## config.mk

```make
export PLATFORM = sky130hd
export DESIGN_NAME = link_tx_cfg_regs
export DESIGN_NICKNAME = d
export VERILOG_FILES = /design/src/core/link_tx_cfg_pkg.sv /design/src/core/link_tx_cfg_regs.sv
export SDC_FILE = /design/constraint.sdc
export NUM_CORES = 1
export LEC_CHECK = 0
export BUFFER_PORTS_ARGS = -buffer_cell sky130_fd_sc_hd__buf_2
export CAP_MARGIN = 10
export CORE_ASPECT_RATIO = 1.4
export CORE_MARGIN = 2
export CORE_UTILIZATION = 50
export CTS_CLUSTER_DIAMETER = 50
export DETAILED_ROUTE_END_ITERATION = 8
export PLACE_DENSITY = 0.74
export SYNTH_ARGS = -nofsm -noshare
export SYNTH_HDL_FRONTEND = slang
export SYNTH_SLANG_ARGS = --single-unit
```

## constraint.sdc

```tcl
create_clock -name core_clk_in -period 6.3 [get_ports core_clk_in]
set_input_delay 0.63 -clock core_clk_in [delete_from_list [all_inputs] [get_ports core_clk_in]]
set_output_delay 0.63 -clock core_clk_in [all_outputs]
set_load 0.005 [all_outputs]
```

## src/core/link_tx_cfg_pkg.sv

```systemverilog
// Purpose: Constants and types for the link transmitter configuration registers
// Assumes: 16-bit register address, 8-bit register data
// Notes: Offsets are byte addresses on the plain register port
package link_tx_cfg_pkg;
	localparam int ADDR_W = 16;
	localparam int DATA_W = 8;
	localparam logic [15:0] SAMPLES_PER_FRAME_OFS = 16'h0591;
	localparam logic [15:0] DENSITY_CW_OFS = 16'h0592;
	localparam logic [15:0] LANE0_CHECKSUM_OFS = 16'h05a0;
	localparam logic [15:0] LANE1_CHECKSUM_OFS = 16'h05a1;
	localparam logic [15:0] LANE_POWERDOWN_OFS = 16'h05b0;
	localparam logic [15:0] LANE0_MAPPING_OFS = 16'h05b2;
	localparam logic [15:0] LANE1_MAPPING_OFS = 16'h05b3;
	localparam logic [15:0] DRIVE_SWING_OFS = 16'h05c0;
	localparam logic [15:0] LANE0_PREEMPH_OFS = 16'h05c4;
	// Read-only field values
	localparam logic [2:0] SPF_RSVD_VAL = 3'h1;
	localparam logic [4:0] SPF_FIELD_DEF = 5'h00;
	localparam logic [0:0] HIGH_DENSITY_DEF = 1'h0;
	localparam logic [4:0] CW_PER_FRAME_DEF = 5'h00;
	localparam logic [7:0] LANE0_CHECKSUM_RST = 8'hc3;
	localparam logic [7:0] LANE1_CHECKSUM_RST = 8'hc4;
	// Field positions
	localparam int PD_LANE1_BIT = 2;
	localparam int PD_LANE0_BIT = 0;
	localparam int HD_BIT = 7;
	// Writable reset values and unmapped read value
	localparam logic [4:0] PD_RSVD_HI_RST = 5'h1f;
	localparam logic [0:0] PD_RSVD_B1_RST = 1'h1;
	localparam logic [2:0] MAP0_RSVD_RST = 3'h0;
	localparam logic [2:0] MAP1_RSVD_RST = 3'h1;
	localparam logic [2:0] MAP0_SEL_RST = 3'h0;
	localparam logic [2:0] MAP1_SEL_RST = 3'h1;
	localparam logic [2:0] SWING_RST = 3'h1;
	localparam logic [7:0] PREEMPH_RST = 8'h00;
	localparam logic [7:0] UNMAPPED_RD = 8'h00;

	typedef struct packed {
		logic [ADDR_W-1:0] addr;
		logic [DATA_W-1:0] wdata;
		logic wr;
		logic rd;
	} reg_req_t;

	typedef struct packed {
		logic [2:0] sel;
		logic [2:0] swing;
		logic powerdown;
	} lane_ctl_t;
endpackage

```

## src/core/link_tx_cfg_regs.sv

```systemverilog
// Purpose: Register bank for link transmitter config, lane map, power-down, swing
// Assumes: Synchronous active-high reset, single 100 MHz clock
//   lane parameter sums are steady levels
// Notes: Read data valid the cycle after the read strobe only
//   0x0591 samples per frame, read only
//   0x0592 density flag and control words per frame, read only
//   0x05a0 lane 0 checksum, read only
//   0x05a1 lane 1 checksum, read only
//   0x05b0 lane force power-down
//   0x05b2 output lane 0 mapping
//   0x05b3 output lane 1 mapping
//   0x05c0 output drive swing
//   0x05c4 lane 0 pre-emphasis, stored only
//
// Implementation choice: strobed register access.
`timescale 1ns/1ns
module link_tx_cfg_regs
	import link_tx_cfg_pkg::*;
#(
	parameter logic [4:0] SAMPLES_PER_FRAME_FIELD = SPF_FIELD_DEF,
	parameter logic [4:0] CONTROL_WORDS_PER_FRAME = CW_PER_FRAME_DEF,
	parameter logic [0:0] HIGH_DENSITY_FLAG = HIGH_DENSITY_DEF
) (
	input wire logic core_clk_in, // 100 MHz clock
	input wire logic sys_rst_in, // Sync reset, active high
	input wire logic [15:0] reg_addr_in, // Register address
	input wire logic [7:0] reg_wdata_in, // Write data
	input wire logic reg_wr_in, // Write strobe
	input wire logic reg_rd_in, // Read strobe
	input wire logic [7:0] lane0_param_sum_in, // Lane 0 sum of other link parameters
	input wire logic [7:0] lane1_param_sum_in, // Lane 1 sum of other link parameters
	output logic [7:0] reg_rdata_out, // Read data, cycle after strobe
	output lane_ctl_t lane0_ctl_out, // Physical lane 0 controls
	output lane_ctl_t lane1_ctl_out // Physical lane 1 controls
);

	////////////////////////////////////////////////////////////////////////
	// Lane checksum: external sum plus the local link parameters, wrapped to a byte
	function automatic logic [7:0] cksum(input logic [7:0] ext, input logic [2:0] sel);
		logic [7:0] acc;
		acc = ext;
		acc = acc + {3'h0, SAMPLES_PER_FRAME_FIELD};
		acc = acc + {3'h0, CONTROL_WORDS_PER_FRAME};
		acc = acc + {7'h0, HIGH_DENSITY_FLAG};
		acc = acc + {5'h0, sel};
		cksum = acc;
	endfunction

	function automatic logic wr_hit(input reg_req_t r, input logic [15:0] ofs);
		wr_hit = r.wr && (r.addr == ofs);
	endfunction

	function automatic logic [7:0] pair_byte(input logic [2:0] hi, input logic [2:0] lo);
		pair_byte = {1'b0, hi, 1'b0, lo};
	endfunction

	function automatic lane_ctl_t lane_word(input logic [2:0] sel, input logic [2:0] swing, input logic pd);
		lane_word = '{sel: sel, swing: swing, powerdown: pd};
	endfunction

	reg_req_t req;
	logic [4:0] pd_rsvd_hi_q;
	logic pd_rsvd_b1_q;
	logic pd_lane1_q;
	logic pd_lane0_q;
	logic [2:0] map0_rsvd_q;
	logic [2:0] map0_sel_q;
	logic [2:0] map1_rsvd_q;
	logic [2:0] map1_sel_q;
	logic [2:0] swing1_q;
	logic [2:0] swing0_q;
	logic [7:0] preemph0_q;
	logic [7:0] cksum0_q;
	logic [7:0] cksum1_q;
	logic [7:0] rdata_d;
	logic pd_we;
	logic map0_we;
	logic map1_we;
	logic swing_we;
	logic preemph_we;
	logic [7:0] spf_byte;
	logic [7:0] density_byte;
	logic [7:0] pd_byte;
	logic [7:0] map0_byte;
	logic [7:0] map1_byte;
	logic [7:0] swing_byte;
	lane_ctl_t lane0_d;
	lane_ctl_t lane1_d;

	assign req = '{addr: reg_addr_in, wdata: reg_wdata_in, wr: reg_wr_in, rd: reg_rd_in};

	////////////////////////////////////////////////////////////////////////
	// Write decode; read-only offsets have no enable at all
	assign pd_we = wr_hit(req, LANE_POWERDOWN_OFS);
	assign map0_we = wr_hit(req, LANE0_MAPPING_OFS);
	assign map1_we = wr_hit(req, LANE1_MAPPING_OFS);
	assign swing_we = wr_hit(req, DRIVE_SWING_OFS);
	assign preemph_we = wr_hit(req, LANE0_PREEMPH_OFS);

	////////////////////////////////////////////////////////////////////////
	// Register images as software reads them
	assign spf_byte = {SPF_RSVD_VAL, SAMPLES_PER_FRAME_FIELD};
	always_comb begin
		density_byte = 8'h00;
		density_byte[HD_BIT] = HIGH_DENSITY_FLAG;
		density_byte[4:0] = CONTROL_WORDS_PER_FRAME;
	end
	always_comb begin
		pd_byte = {pd_rsvd_hi_q, 3'h0};
		pd_byte[PD_LANE1_BIT] = pd_lane1_q;
		pd_byte[1] = pd_rsvd_b1_q;
		pd_byte[PD_LANE0_BIT] = pd_lane0_q;
	end
	assign map0_byte = pair_byte(map0_rsvd_q, map0_sel_q);
	assign map1_byte = pair_byte(map1_rsvd_q, map1_sel_q);
	assign swing_byte = pair_byte(swing1_q, swing0_q);

	////////////////////////////////////////////////////////////////////////
	// Next lane control words
	assign lane0_d = lane_word(map0_sel_q, swing0_q, pd_lane0_q);
	assign lane1_d = lane_word(map1_sel_q, swing1_q, pd_lane1_q);

	////////////////////////////////////////////////////////////////////////
	// Power-down register; reserved bits are plain storage
	always_ff @(posedge core_clk_in) begin
		if (sys_rst_in) begin
			pd_rsvd_hi_q <= PD_RSVD_HI_RST;
			pd_rsvd_b1_q <= PD_RSVD_B1_RST;
		end else if (pd_we) begin
			pd_rsvd_hi_q <= req.wdata[7:3];
			pd_rsvd_b1_q <= req.wdata[1];
		end
	end

	always_ff @(posedge core_clk_in) begin
		if (sys_rst_in) begin
			pd_lane1_q <= 1'b0;
			pd_lane0_q <= 1'b0;
		end else if (pd_we) begin
			pd_lane1_q <= req.wdata[PD_LANE1_BIT];
			pd_lane0_q <= req.wdata[PD_LANE0_BIT];
		end
	end

	////////////////////////////////////////////////////////////////////////
	// Lane mapping registers; bits 7 and 3 are read-only zero
	always_ff @(posedge core_clk_in) begin
		if (sys_rst_in) begin
			map0_rsvd_q <= MAP0_RSVD_RST;
		end else if (map0_we) begin
			map0_rsvd_q <= req.wdata[6:4];
		end
	end

	always_ff @(posedge core_clk_in) begin
		if (sys_rst_in) begin
			map0_sel_q <= MAP0_SEL_RST;
		end else if (map0_we) begin
			map0_sel_q <= req.wdata[2:0];
		end
	end

	always_ff @(posedge core_clk_in) begin
		if (sys_rst_in) begin
			map1_rsvd_q <= MAP1_RSVD_RST;
		end else if (map1_we) begin
			map1_rsvd_q <= req.wdata[6:4];
		end
	end

	always_ff @(posedge core_clk_in) begin
		if (sys_rst_in) begin
			map1_sel_q <= MAP1_SEL_RST;
		end else if (map1_we) begin
			map1_sel_q <= req.wdata[2:0];
		end
	end

	////////////////////////////////////////////////////////////////////////
	// Drive swing register
	always_ff @(posedge core_clk_in) begin
		if (sys_rst_in) begin
			swing1_q <= SWING_RST;
		end else if (swing_we) begin
			swing1_q <= req.wdata[6:4];
		end
	end

	always_ff @(posedge core_clk_in) begin
		if (sys_rst_in) begin
			swing0_q <= SWING_RST;
		end else if (swing_we) begin
			swing0_q <= req.wdata[2:0];
		end
	end

	////////////////////////////////////////////////////////////////////////
	// Pre-emphasis byte stored only, not decoded here
	always_ff @(posedge core_clk_in) begin
		if (sys_rst_in) begin
			preemph0_q <= PREEMPH_RST;
		end else if (preemph_we) begin
			preemph0_q <= req.wdata;
		end
	end

	////////////////////////////////////////////////////////////////////////
	// Checksums follow each lane's current assignment, one cycle behind
	always_ff @(posedge core_clk_in) begin
		if (sys_rst_in) begin
			cksum0_q <= LANE0_CHECKSUM_RST;
		end else begin
			cksum0_q <= cksum(lane0_param_sum_in, map0_sel_q);
		end
	end

	always_ff @(posedge core_clk_in) begin
		if (sys_rst_in) begin
			cksum1_q <= LANE1_CHECKSUM_RST;
		end else begin
			cksum1_q <= cksum(lane1_param_sum_in, map1_sel_q);
		end
	end

	////////////////////////////////////////////////////////////////////////
	// Read mux; read-only fields come from constants or the checksum registers, never from writes
	always_comb begin
		unique case (req.addr)
			SAMPLES_PER_FRAME_OFS: begin
				rdata_d = spf_byte;
			end
			DENSITY_CW_OFS: begin
				rdata_d = density_byte;
			end
			LANE0_CHECKSUM_OFS: begin
				rdata_d = cksum0_q;
			end
			LANE1_CHECKSUM_OFS: begin
				rdata_d = cksum1_q;
			end
			LANE_POWERDOWN_OFS: begin
				rdata_d = pd_byte;
			end
			LANE0_MAPPING_OFS: begin
				rdata_d = map0_byte;
			end
			LANE1_MAPPING_OFS: begin
				rdata_d = map1_byte;
			end
			DRIVE_SWING_OFS: begin
				rdata_d = swing_byte;
			end
			LANE0_PREEMPH_OFS: begin
				rdata_d = preemph0_q;
			end
			default: begin
				rdata_d = UNMAPPED_RD;
			end
		endcase
	end

	////////////////////////////////////////////////////////////////////////
	// Read data stands only in the cycle after the strobe
	always_ff @(posedge core_clk_in) begin
		if (sys_rst_in) begin
			reg_rdata_out <= 8'h00;
		end else if (req.rd) begin
			reg_rdata_out <= rdata_d;
		end else begin
			reg_rdata_out <= 8'h00;
		end
	end

	////////////////////////////////////////////////////////////////////////
	// Lane control outputs, registered, one block per physical lane
	always_ff @(posedge core_clk_in) begin
		if (sys_rst_in) begin
			lane0_ctl_out <= lane_word(MAP0_SEL_RST, SWING_RST, 1'b0);
		end else begin
			lane0_ctl_out <= lane0_d;
		end
	end

	always_ff @(posedge core_clk_in) begin
		if (sys_rst_in) begin
			lane1_ctl_out <= lane_word(MAP1_SEL_RST, SWING_RST, 1'b0);
		end else begin
			lane1_ctl_out <= lane1_d;
		end
	end

endmodule

```

==> results.md <==
Outcome:
- The flow ran to the end, and the final reports show no timing, DRC or antenna violations.

Timing:
- Of the available clock period, the critical path in the final layout requires 39.7%.
- Measured against its own limit, the worst slew margin works out to 27.9%.
- The final max-slew violation count was 0.
- In the final timing run, aggregate negative setup slack is 0 ps.
- The worst setup slack after layout is 3800 ps.
- The smallest clock period supported by the final layout is computed as 2500 ps.
- Setup violations remaining at the end of the flow were counted as 0.
- The actual slew at the worst max-slew pin is 1080 ps.
- Final hold analysis gives a worst-case slack of 455 ps.
- Setup repair after global routing left no endpoint under its margin.
- The final worst clock skew is 11.5 ps.
- The highest clock rate is 400 MHz.
- The number of hold-slack violations in the final timing report is 0.

Die:
- In this run the standard cell core region covers 5900 um^2.
- The initial utilization of the core area, before any placement, comes to 52.1%.
- In this run the count of I/O pins placed on the die edge is 66.
- The height of the chip is 96.8 um.
- The die area is 6800 um^2.
- The horizontal extent of the die is 70.3 um.
- The number of standard-cell rows in the floorplan is 33.

Global routing:
- In this run the most used layer during global routing was met2.
- The met2 usage in global routing is 36.0%.
- The number of antenna violations at the first check in global routing was 0.
- The wire length of the first global-routing pass is 11.6 mm.
- The met1 layer usage reported by global route is 25.5%.
- The largest net degree at the start of global routing is 66.
- The via count of the first global-routing pass is 2470.
- The fraction of met3 tracks used by global routing is 4.48%.
- The remaining global-route overflow is 0.
- Global routing used 21.7% of the available tracks across all layers.

Yosys:
- The Yosys step of the flow raised 0 warnings.
- In the post-synthesis netlist, the biggest area contributors are sky130_fd_sc_hd__dfxtp_1 47%, sky130_fd_sc_hd__mux2i_1 6.5%, sky130_fd_sc_hd__nand2_1 4.3%.
- The per-instance average area after synthesis is 9.32 um^2.
- The share of synthesized area in the top cell type comes to 46.9%.
- The number of nets in the synthesized netlist is 382.
- The netlist area before placement is 3080 um^2.
- After synthesis, the netlist uses 46 different library cells.
- The portion of the post-synthesis area used by sequential elements is 46.9%.
- Of all cell types, the one taking the most synthesized area is sky130_fd_sc_hd__dfxtp_1.
- The post-synthesis cell count is 330.
- After synthesis the netlist holds a flip-flop and latch count of 72.

Route:
- The average routed wire per standard cell is 15.1 um.
- After detailed routing, the number of remaining DRC violations is 0.
- Summed over all layers, the routed wires come to 7.01 mm.
- The routed layout has 2602 vias.
- The per-cell via count in the routed design is 5.61.
- The antenna violation net count after detailed routing is 0.
- The number of search-and-repair iterations in the first detailed-routing pass is 5.
- The first routing iteration left 243 violations.

Placement:
- The worst setup timing slack at the placement stage is 3450 ps.
- The wire-length estimate of the detail-placed layout is 5.07 mm.
- The final weighted congestion of routability-driven global placement is 0.922.
- Including well taps, the total number of placed cells is 449.
- In this run the tool buffered the top-level ports with 65 buffer cells.
- After detailed placement, the total cell area comes to 3430 um^2.

Worst setup path:
- Traced cell by cell, the critical path runs through buf_2 > or4_4 > or4_4 > or3_1 > a211o_1.
- The category of the worst setup path capture point is a register.
- The timing endpoint of the critical path is map1_sel_q[0].
- The critical path start-end classification is in2reg.
- STA puts the critical path data required time at 6540 ps.
- The reg-to-reg startpoint is map1_sel_q[1].
- STA classifies the critical path startpoint as an input port.
- The worst register-to-register path has a setup slack of 4410 ps.
- The highest net fanout along the worst path is 8.
- The slowest stage of the critical path is the sky130_fd_sc_hd__or4_4 cell.
- The reg-to-reg critical path endpoint is cksum1_q[7].
- In this design, the stage delay of the slowest critical-path cell is 600 ps.
- The most frequent cell on the critical path is sky130_fd_sc_hd__or4_4.
- The number of cells on the worst reg-to-reg path is 5.
- The startpoint of the most critical setup path is reg_addr_in[13].
- Data arrives at the worst endpoint at 2740 ps.

Layout:
- The repair_antennas step left the layout with diodes totalling 0.
- After routing the design area is 3680 um^2.
- In the layout the commonest cells are 72 x sky130_fd_sc_hd__dfxtp_1, 65 x sky130_fd_sc_hd__buf_2, 35 x sky130_fd_sc_hd__nand2_1.
- The library cell used most frequently in the layout, excluding fill and tap cells, is sky130_fd_sc_hd__dfxtp_1.
- Cells with a size suffix above 1 make up 24.6% of the layout.
- For this run, the post-layout net count is 442.
- The post-layout instance count excluding filler cells is 464.
- The layout-stage area growth over the synthesis result is 19.8%.

Power:
- Power spread over the standard cell area amounts to 267 nW/um^2.
- Summed over all cells, the static leakage comes to 1.53 nW.
- The worst IR drop on VDD is 0.158 mV.

Clocking:
- The clock root buffer is sky130_fd_sc_hd__clkbuf_8.
- The clock transition time at the flip-flop clock pins of the worst setup and hold paths is 70 ps.
- The number of H-tree levels is 3.
- The clock net in this run drives a total of 72 sinks.
- The clock latency at the later pin of the worst-skew pair is 350 ps.
- The number of hold buffers added after CTS was 0.
- The clock tree from TritonCTS is done.
- Gates resized during post-CTS repair numbered 0.
- The number of clock buffers added by TritonCTS is 9.
- The longest clock path from root to sink contains 2 buffers.
- Post-CTS timing repair inserted 0 buffers for setup.

Hold path:
- The path class of the tightest hold or removal check is reg2reg.

Flow run:
- Across the run, the number of max-cap violations was 0.
## sequential cells by signal, summed over array words and instances (netlist names)
name,count
map0_sel_q,3
cksum1_q,8
swing1_q,3
pd_rsvd_b1_q,1
map0_rsvd_q,3
lane1_ctl_out,7
lane0_ctl_out,7
reg_rdata_out,8
pd_lane1_q,1
map1_rsvd_q,3
pd_lane0_q,1
pd_rsvd_hi_q,5
cksum0_q,8
swing0_q,3
preemph0_q,8
map1_sel_q,3
## worst min path at each step
stage / startpoint / to / depth (start not counted) / slack [ps]
after CTS: preemph0_q[2] / preemph0_q[2] / 2 / 450
after global routing: map1_rsvd_q[0] / map1_rsvd_q[0] / 1 / 480
after global placement: preemph0_q[4] / preemph0_q[4] / 2 / 440
final: preemph0_q[5] / preemph0_q[5] / 2 / 460
after detailed placement: preemph0_q[2] / preemph0_q[2] / 2 / 440
after floorplan: preemph0_q[3] / preemph0_q[3] / 2 / 430
## power by group
| part | total [W] | switching, W | internal, W |
|---|---|---|---|
| Combinational | 0.0000530 | 0.0000305 | 0.0000226 |
| Clock | 0.000466 | 0.000166 | 0.000300 |
| Sequential | 0.000463 | 0.00000187 | 0.000461 |
| Total | 0.000982 | 0.000199 | 0.000783 |
## cells in the mapped netlist (all sizes together)
cell type	instances
dfxtp	72
nand2	35
nor2	29
a21oi	24
mux2i	20
nor2b	17
clkbuf	15
nand3	11
nand3b	8
nor3	7
o21ai	7
ha	6
a22o	5
a22oi	5
inv	5
or2	5
a211o	4
a21o	4
a31oi	4
and3	4
or3b	4
xnor2	4
a222oi	3
buf	3
nand2b	3
or3	3
or4	3
xor2	3
fa	2
nand4	2
nor4	2
nor4bb	2
a211oi	1
a221oi	1
and2	1
and3b	1
nand4b	1
nand4bb	1
nor4b	1
o2111ai	1
o211ai	1
## logic make-up (layout without fill, tap and decap cells)
logic type / Yosys count / in the layout / share of synthesized area, %
and+or+nand+nor: 140 / 140 / 24.9
DFF: 72 / 72 / 46.9
AOI/OAI and AO/OA: 60 / 60 / 12.7
buffers and inverters: 23 / 87 / 3.30
muxes: 20 / 20 / 6.51
adders and majority gates: 8 / 8 / 3.74
xor gates and xnor gates: 7 / 7 / 1.99
## layer usage
layer / wire [um] / vias up
met5: 0 / -
met4: 195 / 0
met3: 289 / 15
met2: 3510 / 67
met1: 3020 / 1244
li1: - / 1276
## per-stage QoR
stage | util [%] | total power (W)
after floorplan | - | 0.000499
after global placement | 58.0 | 0.000525
after detailed placement | 58.0 | 0.000526
after CTS | 62.4 | 0.000986
after global routing | 62.4 | 0.00101
final | 62.4 | 0.000982
## layout make-up
cell class                      instances  area, um^2
Inverter                                5        18.8
Tap cell                               70        87.6
Sequential cell                        72        1440
Clock buffer                            9         124
Clock inverter                          6         133
Multi-Input combinational cell        235        1540
Timing Repair Buffer                   67         340
Fill cell                             523        2220
## worst max-delay path, delay by kind of cell
family / cells / cell delay, ps
AND/OR/NAND/NOR: 3 / 1660
AO/OA/AOI/OAI: 1 / 340
buffers and inverters: 1 / 100
Power figures use the tool's default switching activity.
